[config.mk]
export PLATFORM = sky130hd
export DESIGN_NAME = ucrb_bank
export DESIGN_NICKNAME = d
export VERILOG_FILES = /design/src/ucrb_pkg_unused_guard.sv /design/src/ucrb_pkg.sv /design/src/ucrb_bank.sv
export SDC_FILE = /design/constraint.sdc
export NUM_CORES = 1
export LEC_CHECK = 0
export ABC_AREA = 1
export CORE_ASPECT_RATIO = 0.6
export CORE_UTILIZATION = 40
export CTS_CLUSTER_SIZE = 28
export DETAILED_ROUTE_END_ITERATION = 6
export DONT_BUFFER_PORTS = 1
export SLEW_MARGIN = 10
export SYNTH_ARGS = -nofsm -noshare
export SYNTH_HDL_FRONTEND = slang
export SYNTH_SLANG_ARGS = --single-unit
[constraint.sdc]
create_clock -name mclk_i -period 8.4 [get_ports mclk_i]
set_clock_uncertainty 0.1 [all_clocks]
set_input_delay 1.26 -clock mclk_i [delete_from_list [all_inputs] [get_ports mclk_i]]
set_output_delay 1.26 -clock mclk_i [all_outputs]
set_load 0.05 [all_outputs]
[src/ucrb_pkg_unused_guard.sv]
`default_nettype none
`default_nettype wire

[src/ucrb_pkg.sv]
`default_nettype none

package ucrb_pkg;

    // serial frame shape
    localparam int         ADDR_W     = 15;
    localparam int         INSTR_W    = 16;
    localparam int         RW_BIT     = 15;
    localparam logic [3:0] INSTR_LAST = 4'hF;
    localparam logic [3:0] DATA_LAST  = 4'h7;

    // fixed offsets; the two part code offsets are not in the table
    localparam logic [14:0] ADDR_CFG     = 15'h0000;
    localparam logic [14:0] ADDR_ID_LOW  = 15'h0004;
    localparam logic [14:0] ADDR_ID_HIGH = 15'h0005;
    localparam logic [14:0] ADDR_BIAS    = 15'h0100;
    localparam logic [14:0] ADDR_ATTEN   = 15'h0300;

    // stored register table, index order
    localparam int NUM_REGS   = 16;
    localparam int IDX_CFG    = 0;
    localparam int IDX_BIAS   = 1;
    localparam int IDX_ATTEN  = 2;

    localparam logic [14:0] REG_ADDR [NUM_REGS] = '{
        ADDR_CFG, ADDR_BIAS, ADDR_ATTEN, 15'h0301,
        15'h0302, 15'h0303, 15'h0304, 15'h0305,
        15'h0306, 15'h0307, 15'h0308, 15'h0309,
        15'h030A, 15'h030C, 15'h030D, 15'h030E};

    localparam logic [7:0] REG_RST [NUM_REGS] = '{
        8'h00, 8'hDF, 8'h00, 8'h00, 8'hCA, 8'h01, 8'hEF, 8'h00,
        8'h0E, 8'h00, 8'h08, 8'h88, 8'h88, 8'h00, 8'h08, 8'h08};

    // writable bits; zero mask marks a read-only register
    localparam logic [7:0] REG_WMASK [NUM_REGS] = '{
        8'hFF, 8'hFF, 8'h1F, 8'h0F, 8'hFF, 8'h00, 8'h00, 8'h0E,
        8'h00, 8'h7E, 8'h0F, 8'hFF, 8'hFF, 8'h1F, 8'h1F, 8'h1F};

    // interface configuration fields, mirrored pairs
    localparam int CFG_SRST_HI  = 7;
    localparam int CFG_ORDER_HI = 6;
    localparam int CFG_END_HI   = 5;
    localparam int CFG_SDO_HI   = 4;
    localparam int CFG_SDO_LO   = 3;
    localparam int CFG_END_LO   = 2;
    localparam int CFG_ORDER_LO = 1;
    localparam int CFG_SRST_LO  = 0;

    // stage bias enable fields
    localparam int BIAS_RFC    = 7;
    localparam int BIAS_SYNTH  = 6;
    localparam int BIAS_DET    = 5;
    localparam int BIAS_SWITCH = 4;
    localparam int BIAS_DRV    = 3;
    localparam int BIAS_PRE    = 2;
    localparam int BIAS_LO     = 1;
    localparam int BIAS_IF     = 0;

    // serial engine states
    typedef enum logic [1:0] {ST_IDLE, ST_INSTR, ST_DATA} ucrb_state_t;

endpackage

`default_nettype wire

[src/ucrb_bank.sv]
`default_nettype none

module ucrb_bank #(
    parameter logic [7:0] PART_CODE_LOW  = 8'hA5, // arbitrary value
    parameter logic [7:0] PART_CODE_HIGH = 8'h3C  // arbitrary value
) (
    // clock, reset, enable
    input  wire logic mclk_i,
    input  wire logic reset_i,
    input  wire logic ce_i,
    // serial port pins
    input  wire logic sclk_i,
    input  wire logic csb_n_i,
    input  wire logic sdio_i,
    output logic      sdio_o,
    output logic      sdio_oe_o,
    output logic      sdo_o,
    output logic      sdo_oe_o,
    // interface settings in force
    output logic      software_reset_field_o,
    output logic      msb_first_o,
    output logic      big_endian_o,
    output logic      serial_out_enable_o,
    // stage bias enables
    output logic      rf_controller_bias_en_o,
    output logic      synthesizer_bias_en_o,
    output logic      detector_bias_en_o,
    output logic      transmit_output_switch_en_o,
    output logic      output_driver_bias_en_o,
    output logic      pre_driver_bias_en_o,
    output logic      lo_amplifier_bias_en_o,
    output logic      if_amplifier_bias_en_o
);

    // pin synchronisers; stage 2 of sclk is an edge history
    logic [2:0]                  sclk_s;
    logic [1:0]                  csb_s;
    logic [1:0]                  sdi_s;

    // serial engine state
    ucrb_pkg::ucrb_state_t       state;
    logic [3:0]                  bcnt;
    logic [15:0]                 isr;
    logic [7:0]                  dsr;
    logic [14:0]                 addr;
    logic                        rd_flag;
    logic [7:0]                  txb;
    logic                        out_bit;

    // write strobe towards the register file
    logic                        wr_stb;
    logic [14:0]                 wr_addr;
    logic [7:0]                  wr_data;

    // register file and read side
    logic [7:0]                  regs [ucrb_pkg::NUM_REGS];
    logic [7:0]                  rd_data;

    // decoded helpers
    wire logic                   sclk_rise;
    wire logic                   sclk_fall;
    wire logic                   csb_act;
    wire logic                   soft_rst;
    wire logic                   msb_first;
    wire logic                   big_endian;
    wire logic                   sdo_en;
    wire logic                   rd_active;
    wire logic [15:0]            isr_sh;
    wire logic [7:0]             dsr_sh;
    wire logic [14:0]            addr_step;
    wire logic [7:0]             tx_src;
    wire logic [2:0]             out_idx;

    // table lookup shared by the write and read paths
    function automatic logic addr_hit(
        input logic [14:0] a,
        input int          k
    );
        return a == ucrb_pkg::REG_ADDR[k];
    endfunction

    // three flops on sclk so edges come from settled samples only
    always_ff @(posedge mclk_i)
    begin
        if (reset_i)
        begin
            sclk_s <= 3'h0;
            csb_s  <= 2'h3;
            sdi_s  <= 2'h0;
        end
        else if (ce_i)
        begin
            sclk_s <= {sclk_s[1:0], sclk_i};
            csb_s  <= {csb_s[0], csb_n_i};
            sdi_s  <= {sdi_s[0], sdio_i};
        end
    end

    // edges and frame level from second stage onward
    assign sclk_rise = sclk_s[1] & ~sclk_s[2];
    assign sclk_fall = ~sclk_s[1] & sclk_s[2];
    assign csb_act   = ~csb_s[1];

    assign soft_rst   = regs[ucrb_pkg::IDX_CFG][ucrb_pkg::CFG_SRST_HI]
                      | regs[ucrb_pkg::IDX_CFG][ucrb_pkg::CFG_SRST_LO];
    assign msb_first  = regs[ucrb_pkg::IDX_CFG][ucrb_pkg::CFG_ORDER_HI]
                      | regs[ucrb_pkg::IDX_CFG][ucrb_pkg::CFG_ORDER_LO];
    assign big_endian = regs[ucrb_pkg::IDX_CFG][ucrb_pkg::CFG_END_HI]
                      | regs[ucrb_pkg::IDX_CFG][ucrb_pkg::CFG_END_LO];
    assign sdo_en     = regs[ucrb_pkg::IDX_CFG][ucrb_pkg::CFG_SDO_HI]
                      | regs[ucrb_pkg::IDX_CFG][ucrb_pkg::CFG_SDO_LO];

    assign isr_sh = msb_first ? {isr[14:0], sdi_s[1]} : {sdi_s[1], isr[15:1]};
    assign dsr_sh = msb_first ? {dsr[6:0], sdi_s[1]} : {sdi_s[1], dsr[7:1]};
    assign addr_step = big_endian ? 15'(addr - 15'h0001)
                                  : 15'(addr + 15'h0001);
    // serial engine: instruction word, then data bytes streamed
    always_ff @(posedge mclk_i)
    begin
        if (reset_i)
        begin
            state   <= ucrb_pkg::ST_IDLE;
            bcnt    <= 4'h0;
            isr     <= 16'h0000;
            dsr     <= 8'h00;
            addr    <= 15'h0000;
            rd_flag <= 1'b0;
            wr_stb  <= 1'b0;
            wr_addr <= 15'h0000;
            wr_data <= 8'h00;
        end
        else if (ce_i)
        begin
            wr_stb <= 1'b0;
            if (!csb_act)
            begin
                state <= ucrb_pkg::ST_IDLE;
                bcnt  <= 4'h0;
            end
            else
            begin
                case (state)
                    ucrb_pkg::ST_IDLE:
                    begin
                        state <= ucrb_pkg::ST_INSTR;
                        bcnt  <= 4'h0;
                    end
                    ucrb_pkg::ST_INSTR:
                    begin
                        if (sclk_rise)
                        begin
                            isr  <= isr_sh;
                            bcnt <= 4'(bcnt + 4'h1);
                            if (bcnt == ucrb_pkg::INSTR_LAST)
                            begin
                                state   <= ucrb_pkg::ST_DATA;
                                bcnt    <= 4'h0;
                                rd_flag <= isr_sh[ucrb_pkg::RW_BIT];
                                addr    <= isr_sh[14:0];
                            end
                        end
                    end
                    ucrb_pkg::ST_DATA:
                    begin
                        if (sclk_rise)
                        begin
                            dsr  <= dsr_sh;
                            bcnt <= 4'(bcnt + 4'h1);
                            if (bcnt == ucrb_pkg::DATA_LAST)
                            begin
                                bcnt <= 4'h0;
                                addr <= addr_step;
                                if (!rd_flag)
                                begin
                                    wr_stb  <= 1'b1;
                                    wr_addr <= addr;
                                    wr_data <= dsr_sh;
                                end
                            end
                        end
                    end
                    default:
                    begin
                        state <= ucrb_pkg::ST_IDLE;
                    end
                endcase
            end
        end
    end

    // register file; soft reset clears itself since cfg resets to zero
    generate
        for (genvar i = 0; i < ucrb_pkg::NUM_REGS; i++)
        begin : g_reg
            logic [7:0] q;
            wire logic  hit;
            wire logic [7:0] wm;
            assign hit = wr_stb & addr_hit(wr_addr, i);
            // mask keeps reserved and read-only bits
            assign wm  = ucrb_pkg::REG_WMASK[i];
            always_ff @(posedge mclk_i)
            begin
                if (reset_i)
                begin
                    q <= ucrb_pkg::REG_RST[i];
                end
                else if (ce_i)
                begin
                    if (soft_rst)
                    begin
                        q <= ucrb_pkg::REG_RST[i];
                    end
                    else if (hit)
                    begin
                        q <= (q & ~wm) | (wr_data & wm);
                    end
                end
            end

            assign regs[i] = q;
        end
    endgenerate

    // read select; unmapped offsets return zero
    always_comb
    begin
        rd_data = 8'h00;
        for (int k = 0; k < ucrb_pkg::NUM_REGS; k++)
        begin
            if (addr_hit(addr, k))
            begin
                rd_data = regs[k];
            end
        end
        if (addr == ucrb_pkg::ADDR_ID_LOW)
        begin
            rd_data = PART_CODE_LOW;
        end
        if (addr == ucrb_pkg::ADDR_ID_HIGH)
        begin
            rd_data = PART_CODE_HIGH;
        end
    end

    // byte loads at its first falling edge, after addr settled
    assign tx_src  = (bcnt == 4'h0) ? rd_data : txb;
    assign out_idx = msb_first ? ~bcnt[2:0] : bcnt[2:0];

    // read data changes on falling sclk, host samples on rising
    always_ff @(posedge mclk_i)
    begin
        if (reset_i)
        begin
            txb     <= 8'h00;
            out_bit <= 1'b0;
        end
        else if (ce_i)
        begin
            if (sclk_fall && state == ucrb_pkg::ST_DATA && rd_flag)
            begin
                txb     <= tx_src;
                out_bit <= tx_src[out_idx];
            end
        end
    end

    // output enable picks four-wire or three-wire readback
    assign rd_active = (state == ucrb_pkg::ST_DATA) & rd_flag & csb_act;
    assign sdo_o     = out_bit;
    assign sdio_o    = out_bit;
    assign sdo_oe_o  = rd_active & sdo_en;
    assign sdio_oe_o = rd_active & ~sdo_en;

    // settings in force
    assign software_reset_field_o = soft_rst;
    assign msb_first_o            = msb_first;
    assign big_endian_o           = big_endian;
    assign serial_out_enable_o    = sdo_en;

    assign rf_controller_bias_en_o = regs[ucrb_pkg::IDX_BIAS][ucrb_pkg::BIAS_RFC];
    assign synthesizer_bias_en_o = regs[ucrb_pkg::IDX_BIAS][ucrb_pkg::BIAS_SYNTH];
    assign detector_bias_en_o = regs[ucrb_pkg::IDX_BIAS][ucrb_pkg::BIAS_DET];
    assign transmit_output_switch_en_o = regs[ucrb_pkg::IDX_BIAS][ucrb_pkg::BIAS_SWITCH];
    assign output_driver_bias_en_o = regs[ucrb_pkg::IDX_BIAS][ucrb_pkg::BIAS_DRV];
    assign pre_driver_bias_en_o = regs[ucrb_pkg::IDX_BIAS][ucrb_pkg::BIAS_PRE];
    assign lo_amplifier_bias_en_o = regs[ucrb_pkg::IDX_BIAS][ucrb_pkg::BIAS_LO];
    assign if_amplifier_bias_en_o = regs[ucrb_pkg::IDX_BIAS][ucrb_pkg::BIAS_IF];

    wire logic cfg_wr  = wr_stb & (wr_addr == ucrb_pkg::ADDR_CFG);
    wire logic bias_wr = wr_stb & (wr_addr == ucrb_pkg::ADDR_BIAS);
    wire logic [7:0] bias_vec = {rf_controller_bias_en_o, synthesizer_bias_en_o,
        detector_bias_en_o, transmit_output_switch_en_o, output_driver_bias_en_o,
        pre_driver_bias_en_o, lo_amplifier_bias_en_o, if_amplifier_bias_en_o};
endmodule

`default_nettype wire

After elaboration in Yosys (flattened, before gate mapping)
Cells that the tools add are included.
Widths: inputs -> output; s select.
{"block": "op_classes", "add_sub_neg": 3, "n_lt_le_gt_ge": 1, "eq_ne": 41, "n_mux": 71, "bitwise_logic": 37, "reduce_logical": 42}
{"operator": "$eq 15x10->1 const B", "n": 25}
{"operator": "$mux 8", "n": 46}
{"operator": "$mux 15", "n": 5}
{"operator": "$or 8x5->8", "n": 4}
{"operator": "$eq 15x3->1 const B", "n": 2}
{"operator": "$eq 15x9->1 const B", "n": 2}
{"operator": "$logic_not 15->1", "n": 2}
{"operator": "$pmux 15 s2", "n": 1}
{"operator": "$reduce_and 2->1", "n": 14}
{"operator": "$reduce_bool 2->1", "n": 14}
{"operator": "$or 8x4->8", "n": 3}
{"operator": "$mux 4", "n": 5}
{"operator": "$and 1x1->1", "n": 19}
{"operator": "$mux 16", "n": 1}
{"operator": "$reduce_and 4->1", "n": 4}
{"operator": "$add 15x1->15 const B", "n": 1}
{"operator": "$sub 15x1->15 const B", "n": 1}
{"operator": "$pmux 4 s3", "n": 1}
{"operator": "$ne 2x2->1 const B", "n": 5}
{"operator": "$ne 3x3->1 const B", "n": 3}
{"operator": "$or 8x7->8", "n": 1}
{"operator": "$reduce_and 7->1", "n": 1}
{"operator": "$mux 1", "n": 6}
{"operator": "$mux 2", "n": 3}
{"operator": "other kinds (18)", "n": 26}
{"block": "totals", "regBits": 190, "inputBits": 6, "output_inout_bits": 16, "word_cells": 222}

Longest topological paths before layout
Gate-level depths: netlist of run 1.
{"block": "logic_depth", "ltp_word": 22, "depth_mapped": 24, "depth_no_buf": 24}

Worst setup path after synthesis of run 1
Ideal clock, no wire load.
{"block": "synth_timing", "path_kind": "register to output", "start": "register state[0]", "end": "output port sdio_oe_o", "arrival_time_ps": 1905, "required_ps": 7040, "setup_slack_ps": 5135, "path_stages_with_launch": 7, "path_buffers": 0, "cell_sequence": "dfxtp_1 > inv_1 > ha_1 > inv_1 > nor2_1 > inv_1 > nor3_1"}
{"block": "synth_via", "elab_chain_cells": 4}
{"element": "start: declaration", "line": "ucrb_bank.sv:41", "text": "ucrb_pkg::ucrb_state_t state;"}
{"element": "start signal: assignment", "line": "ucrb_bank.sv:122", "text": "state <= ucrb_pkg::ST_IDLE;"}
{"element": "start signal: assignment", "line": "ucrb_bank.sv:137", "text": "state <= ucrb_pkg::ST_IDLE;"}
{"element": "start signal: assignment", "line": "ucrb_bank.sv:145", "text": "state <= ucrb_pkg::ST_INSTR;"}
{"element": "$eq 2x2->1", "line": "ucrb_bank.sv:268", "text": "assign rd_active = (state == ucrb_pkg::ST_DATA) & rd_flag & csb_act;"}
{"element": "$and 1x1->1 (2 in a row)", "line": "ucrb_bank.sv:268"}
{"element": "$and 1x1->1", "line": "ucrb_bank.sv:272", "text": "assign sdio_oe_o = rd_active & ~sdo_en;"}
{"element": "end: declaration", "line": "ucrb_bank.sv:16", "text": "output logic sdio_oe_o,"}
No other way between the ends.

Worst setup path after layout of run 1
Ends and elaborated chain as after synthesis.

==> results of run 1 <==
-- through the flow --
step	hold slack, ns	setup slack [ns]	util
global placement	0.3413	4.752	0.4160
global route	0.3891	4.016	0.4453
finish	0.3465	4.144	0.4453
detailed placement	0.3438	4.540	0.4160
CTS	0.3531	4.201	0.4453
floorplan	0.3245	5.135	-
-- area by class of cell --
cell class / instances / share of cell area
multi-input combinational: 904 / 0.4836
sequential: 163 / 0.3484
inverter: 154 / 0.06172
clock buffer: 18 / 0.04689
tap: 279 / 0.03727
clock inverter: 14 / 0.01884
timing repair buffer: 4 / 0.003206
-- worst reg2reg max path, delay by kind of cell (launching register included) --
| kind | cells | cell delay (ns) |
|---|---|---|
| buffers and inverters | 5 | 1.41 |
| adder cells (fa/ha/maj) | 1 | 0.42 |
| AND/OR/NAND/NOR | 2 | 0.58 |
| AO/OA/AOI/OAI | 4 | 1.03 |
| flip-flops | 1 | 0.31 |
-- path summary, 6_finish.rpt --
kind	startpoint	to	slack, ns
setup / recovery	state[0]	sdio_oe_o	4.14
hold / removal	g_reg[12].q[4]	g_reg[12].q[4]	0.35
setup reg to reg	state[0]	addr[7]	4.48
hold reg to reg	g_reg[12].q[4]	g_reg[12].q[4]	0.35
-- sequential cells by signal, summed over array words and instances (netlist names) --
name / cells
wr_stb: 1
g.q: 69
sclk_s: 3
dsr: 8
state: 2
addr: 15
wr_data: 8
isr: 16
txb: 8
bcnt: 4
sdio_o: 1
bias_vec: 8
wr_addr: 15
csb_s: 2
sdi_s: 2
rd_flag: 1
-- placed cells by master (no fill, tap or decap), types with 12 or more instances in the layout --
master,Yosys,final
nand2_1,207,207
inv_1,142,141
a211oi_1,15,15
nand4_1,21,21
xor2_1,12,12
nand3_1,79,79
dfxtp_1,163,163
ha_1,19,19
clkbuf_16,0,17
o21ai_0,170,170
a21oi_1,106,106
nor2_1,185,184
-- routing by layer --
layer  global-route usage  routed length, µm  vias to the layer above
met1               0.4088              13970                     3753
met2               0.2993               9055                      317
li1                     -                  -                     4158
met4              0.06508                306                        0
met3              0.06057               2747                       26
met5                    0                  0                        -
-- power by group --
| group | leakage (nW) | switching [mW] | internal (mW) |
|---|---|---|---|
| registers | 1.32 | 0.00254 | 0.776 |
| clock network | 0.298 | 0.349 | 0.480 |
| logic | 2.33 | 0.0326 | 0.0121 |
-- synthesized netlist by cell type (all sizes together) (12+ instances only) --
cell    instances
nor3           14
clkbuf         42
o21ai         178
a211oi         15
nor2          197
a21oi         107
nand4          21
inv           152
nand3          79
nand2         211
xor2           12
dfxtp         163
ha             19
-- cell families after synthesis --
family,share of synthesized area
flip-flops,0.3802
adder cells (fa/ha/maj),0.03003
XOR/XNOR,0.01429
AND/OR/NAND/NOR,0.2748
multiplexers,0.003499
AO/OA/AOI/OAI,0.2043
buffers and inverters,0.09287
==> metrics.md, run 1 <==
| Metric | Value |
|---|---|
| RSZ-0062 raised after global routing | `no` |
| Skew-Pair Late Insertion Delay | `0.44 ns` |
| Synth unique cells | `47` |
| Crit path buf inv count | `3` |
| Slew margin rel. | `0.2723` |
| CTS tree | `built` |
| PD cells | `176.4 mW/mm²` |
| FP Rows | `41` |
| Design Area, Final | `0.009365 mm²` |
| Hold Vio Cnt, Final | `0` |
| Register area share after synthesis | `0.3802` |
| CP max stage delay | `0.69 ns` |
| Clk Tree Root Cell | `clkbuf_16` |
| Antenna cells | `0` |
| Worst slew pin tran | `1.088 ns` |
| Area leader, netlist | `dfxtp_1` |
| 1st-iter DRT viols | `908` |
| Ys Warns | `0` |
| TritonCTS buffer count | `17` |
| Avg Vias per Cell | `5.374` |
| Initial antenna violation count | `0` |
| Total core area | `0.02103 mm²` |
| CTS-repair resized insts | `0` |
| Crit path time final | `4.256 ns` |
| Setup TNS | `0 ns` |
| Power Total | `1.652 mW` |
| Placer Congestion | `0.8944` |
| Antenna Violating Nets Remaining | `0` |
| Number of global-route vias before repair | `7,186` |
| Clock sink count | `163` |
| Drt wl/cell | `16.98 µm` |
| Worst path required time | `7.04 ns` |
| Crit path max-delay family | `simple AND/OR/NAND/NOR gates` |
| CP max FO | `23` |
| Post-synthesis register bit count | `163` |
| Async SR Flop Fraction | `0` |
| Final cell count without fillers | `1,536` |
| Grt ovf | `0` |
| Worst Setup End Kind | `output pin` |
| FMAX | `235.0 MHz` |
| Multi-input logic area | `0.004529 mm²` |
| Crit Path Class | `reg -> out` |
| Cell Chain, Critical Path | `inv_1 -> ha_1 -> inv_1 -> nor2_1 -> inv_1 -> nor3_2` |
| Final Max Tran Viols | `0` |
| Total nets after synthesis | `1,297` |
| Largest cells by area after synthesis | `dfxtp_1, o21ai_0, nand2_1, nor2_1, inv_1` |
| DP Area | `0.008750 mm²` |
| Max-cap violations | `0` |
| Mean Syn Cell Area | `6.752 µm²` |
| EDFF count, synth | `0` |
| # DRC | `0` |
| DIE WIDTH | `191.1 µm` |
| Worst VDD drop | `0.1380 mV` |
| Cell repeated most along the worst path | `inv_1` |
| WP depth | `6` |
| Placed insts | `1,504` |
| Clock transition at path regs | `0.07 ns` |
| Setup violators final | `0` |
| Tcrit/Tclk final | `0.5067` |
| Synthesized cell area | `0.008582 mm²` |
| Die Height | `115.5 µm` |
| Layout area overhead | `9.127%` |
| Area share of the largest cell type after synthesis | `0.3802` |
| Slowest-stage cell, CP | `nor3_2` |
| # port buffers | `0` |
| Die area | `0.02206 mm²` |
| Initial core utilization | `0.4080` |
| Hold buffers post-CTS | `0` |
| Vias | `8,254` |
| Prevailing post-synth register cell | `dfxtp_1` |
| Largest net degree at the start of global routing | `69` |
| Final wirelength | `26,080 µm` |
| Register area | `0.003263 mm²` |
| Fillers | `2,211` |
| CTS max path bufs | `2` |
| Post-CTS Setup Inserts | `0` |
| Startpoint Class | `flip-flop` |
| H-tree Lvls | `4` |
| R2R cell count | `12` |
| Drt pass-1 iters | `5` |
| Final #Nets | `1,270` |
| First-pass GRT wire length | `41,210 µm` |
| Gate Count Post-Synth | `1,271` |
| Outcome | `completed` |
| Min-Delay Path Depth | `2` |
| Worst Hold Class | `reg -> reg` |
| DP HPWL | `19,170 µm` |
| # IOs | `22` |
| GRT Total Usage | `0.2472` |
| P_leak | `3.943 nW` |
| Worst path arrival time | `2.90 ns` |
| Layout cells sized above 1 | `0.06285` |
(Power assumes the default switching activity.)
==> run 2, diff against run 1 <==
Settings changed: ABC_AREA 1 to 0.
Clock period 8.4 ns to 4.2 ns, I/O delays scaled along.
==> run 2 against run 1 <==
  * Combinational power shrank 18%
  * Largest cell class unchanged
  * Clock-buffer cell count down 1
  * Non-clock buffer count rose by 19
  * Highest routed layer unchanged
  * Wire length rose by 6.4%
  * Sequential share of layout area shrank 0.66 points
  * Largest power group unchanged
  * Core utilization grew 0.53 points
==> metrics.md, run 2 <==
| Metric | Value |
|---|---|
| Synthesized cell area | `0.008715 mm² (was 0.008582 mm²)` |
| P_leak | `3.896 nW (was 3.943 nW)` |
| Area share of the largest cell type after synthesis | `0.3744 (was 0.3802)` |
| Post-CTS Setup Inserts | `0 (unchanged)` |
| Crit Path Class | `reg -> reg (was reg -> out)` |
| Drt wl/cell | `20.85 µm (was 16.98 µm)` |
| Final Max Tran Viols | `0 (unchanged)` |
| Layout cells sized above 1 | `0.08373 (was 0.06285)` |
| Cell Chain, Critical Path | `or4_1 -> or4_1 -> nor3_1 -> a211oi_1 -> a21o_1 -> a221oi_1 -> a31oi_1 -> o32ai_1 -> o41ai_2 (was inv_1 -> ha_1 -> inv_1 -> nor2_1 -> inv_1 -> nor3_2)` |
| FMAX | `278.9 MHz` |
| Avg Vias per Cell | `5.903 (was 5.374)` |
| Startpoint Class | `flip-flop (unchanged)` |
| Final wirelength | `27,740 µm (was 26,080 µm)` |
| First-pass GRT wire length | `42,770 µm (was 41,210 µm)` |
| Final core utilization | `0.4506 (was 0.4453)` |
| Die Height | `116.3 µm (was 115.5 µm)` |
| Drt pass-1 iters | `5 (unchanged)` |
| Synth unique cells | `83 (was 47)` |
| Worst Hold Class | `in -> reg (was reg -> reg)` |
| Ys Warns | `0 (unchanged)` |
| # IOs | `22 (unchanged)` |
| Total core area | `0.02119 mm² (was 0.02103 mm²)` |
| Worst Setup End Kind | `flip-flop (was output pin)` |
| FP Rows | `41 (unchanged)` |
| Logic pwr share | `0.012 (was 0.027)` |
| Mean Syn Cell Area | `8.137 µm² (was 6.752 µm²)` |
| Worst VDD drop | `0.2380 mV (was 0.1380 mV)` |
| EDFF count, synth | `0 (unchanged)` |
| Worst path arrival time | `3.80 ns (was 2.90 ns)` |
| Max-cap violations | `0 (unchanged)` |
| Post-synthesis register bit count | `163 (unchanged)` |
| Final #Nets | `1,064 (was 1,270)` |
| Max FFs per register | `69 (unchanged)` |
| Register area share after synthesis | `0.3744 (was 0.3802)` |
| CTS tree | `built (unchanged)` |
| Hold Vio Cnt, Final | `0 (unchanged)` |
| H-tree Lvls | `4 (unchanged)` |
| Prevailing post-synth register cell | `dfxtp_1 (unchanged)` |
| Slowest-stage cell, CP | `or4_1 (was nor3_2)` |
| Top-count cell post-synth | `nor2_1 (was nand2_1)` |
| Setup slack after layout | `0.6145 ns (was 4.144 ns)` |
| Async SR Flop Fraction | `0 (unchanged)` |
| Crit. Startpoint | `addr[6] (was state[0])` |
| Skew-Pair Late Insertion Delay | `0.45 ns (was 0.44 ns)` |
| GRT Total Usage | `0.2573 (was 0.2472)` |
| DIE WIDTH | `192.6 µm (was 191.1 µm)` |
| Layout area overhead | `9.548% (was 9.127%)` |
| Area leader, netlist | `dfxtp_1 (unchanged)` |
| Worst slew pin tran | `1.016 ns (was 1.088 ns)` |
| Setup WS pre-CTS | `0.6935 ns (was 4.540 ns)` |
| Worst path required time | `4.42 ns (was 7.04 ns)` |
| Switching share of power | `0.2428 (was 0.2324)` |
| 1st-iter DRT viols | `785 (was 908)` |
| Clock transition at path regs | `0.07 ns (about the same)` |
| Hold buffers post-CTS | `0 (unchanged)` |
| RSZ-0062 raised after global routing | `no (unchanged)` |
| Number of global-route vias before repair | `6,981 (was 7,186)` |
| Share of power burned in registers | `0.490 (was 0.471)` |
| Initial antenna violation count | `0 (unchanged)` |
| Grt ovf | `0 (unchanged)` |
| Vias | `7,851 (was 8,254)` |
| RR Startpoint | `addr[6] (was state[0])` |
| Largest regs | `g.q (69), isr (16) (unchanged)` |
| P_int | `2.402 mW (was 1.268 mW)` |
| Commonest non-fill, non-tap cell in the layout | `nor2_1 (was nand2_1)` |
| Largest net degree at the start of global routing | `144 (was 69)` |
| Cell repeated most along the worst path | `or4_1 (was inv_1)` |
| Slew margin rel. | `0.3219 (was 0.2723)` |
| Post-synth top cells | `nor2_1, dfxtp_1, nand2_1 (was nand2_1, nor2_1, o21ai_0)` |
| CTS-repair resized insts | `0 (unchanged)` |
| Commonest cells after routing, fill and taps aside | `nor2_1, dfxtp_1, nand2_1, mux2i_1, a21oi_1 (was nand2_1, nor2_1, o21ai_0, dfxtp_1, inv_1)` |
| TritonCTS buffer count | `17 (unchanged)` |
| Crit path time final | `3.585 ns` |
| Antenna Violating Nets Remaining | `0 (unchanged)` |
| CP max stage delay | `0.82 ns (was 0.69 ns)` |
| CP max FO | `11 (was 23)` |
| Placer Congestion | `0.9980 (was 0.8944)` |
| Net Switching | `0.7702 mW (was 0.3839 mW)` |
| Setup TNS | `0 ns (unchanged)` |
| Gate Count Post-Synth | `1,071 (was 1,271)` |
| Outcome | `completed (unchanged)` |
| Setup violators final | `0 (unchanged)` |
| Fillers | `2,143 (was 2,211)` |
| PD cells | `332.3 mW/mm² (was 176.4 mW/mm²)` |
| Clock sink count | `163 (unchanged)` |
| Hold_sp | `reset_i (was g_reg[12].q[4])` |
| Clk network pwr share | `0.499 (was 0.502)` |
| # DRC | `0 (unchanged)` |
| # port buffers | `0 (unchanged)` |
| CTS max path bufs | `2 (unchanged)` |
| Total nets after synthesis | `1,097 (was 1,297)` |
| DP HPWL | `20,310 µm (was 19,170 µm)` |
| Antenna cells | `0 (unchanged)` |
| Tcrit/Tclk final | `0.8537` |
| Largest cells by area after synthesis | `dfxtp_1, mux2i_1, nor2_1, nand2_1, a211oi_1 (was dfxtp_1, o21ai_0, nand2_1, nor2_1, inv_1)` |
| Clk Tree Root Cell | `clkbuf_16 (unchanged)` |
| Initial core utilization | `0.4113 (was 0.4080)` |
| Biggest register | `g.q (unchanged)` |
| Worst hold margin | `0.1613 ns (was 0.3465 ns)` |
| Die area | `0.02240 mm² (was 0.02206 mm²)` |
-- run 2: cell count changes after synthesis, sizes merged, moves of 14 or more --
cell / before / now
nor2: 197 / 173
inv: 152 / 19
clkbuf: 42 / 69
nor3: 14 / 31
nand3: 79 / 17
a211oi: 15 / 43
mux2i: 3 / 96
nand4: 21 / 5
a21oi: 107 / 62
and2: 0 / 14
o21ai: 178 / 47
nand2: 211 / 119
-- run 2: layer usage --
metal / vias to the layer above / wire (µm) / GRT usage / share of wire
li1: 3773 / - / - / -
met1: 3750 / 14340 / 0.4039 / 0.52
met2: 304 / 10080 / 0.3110 / 0.36
met3: 24 / 3015 / 0.1004 / 0.11
met4: 0 / 301 / 0.06089 / 0.011
met5: - / 0 / 0 / 0
-- run 2: worst paths after layout --
kind,endpoint,slack (ns),cells past startpoint
worst max register to register,sdio_o,0.61,9
worst min-delay path,wr_addr[10],0.16,1
worst max-delay path,sdio_o,0.61,9
worst min register to register,wr_addr[10],0.35,2
-- run 2: power by group through the flow --
stage | clock network (mW) | logic [mW] | registers [mW]
finish | 1.58 | 0.0369 | 1.55
floorplan | 0 | 0.0480 | 1.59
global route | 1.67 | 0.0402 | 1.55
CTS | 1.60 | 0.0362 | 1.55
global placement | 0 | 0.0357 | 1.59
detailed placement | 0 | 0.0361 | 1.59
-- run 2: area by class of cell --
| cell class | count | area [µm²] | share of cell area |
|---|---|---|---|
| clock inverters | 15 | 160.2 | 0.01678 |
| repair buffers | 23 | 172.7 | 0.01809 |
| well taps | 279 | 349.1 | 0.03657 |
| multi-input cells | 813 | 5101 | 0.5343 |
| inverters | 20 | 75.07 | 0.007864 |
| flip-flops and latches | 163 | 3263 | 0.3418 |
| clock buffers | 17 | 425.4 | 0.04456 |
-- run 2: critical path: cells and delay by family (launching register included) --
family             cells  cell delay, ns
and+or+nand+nor        3            1.82
AOI/OAI and AO/OA      6            1.19
DFF                    1            0.35
-- run 2: logic make-up (layout without fill, tap and decap cells) --
family / count (synthesis) / count (layout) / share of synthesized area
and+or+nand+nor: 435 / 435 / 0.2333
AOI/OAI and AO/OA: 243 / 243 / 0.1897
DFF: 163 / 163 / 0.3744
muxes: 103 / 103 / 0.1193
buffers and inverters: 95 / 75 / 0.04164
adders and majority gates: 20 / 20 / 0.02958
xor gates and xnor gates: 12 / 12 / 0.01206
-- run 2: through the flow --
step                cell area [µm²]  instances  power, mW
global route                   9547       1330      3.263
CTS                            9547       1330      3.191
finish                         9547       1330      3.172
global placement               8961       1298      1.625
floorplan                      8715       1071      1.635
detailed placement             8961       1298      1.625
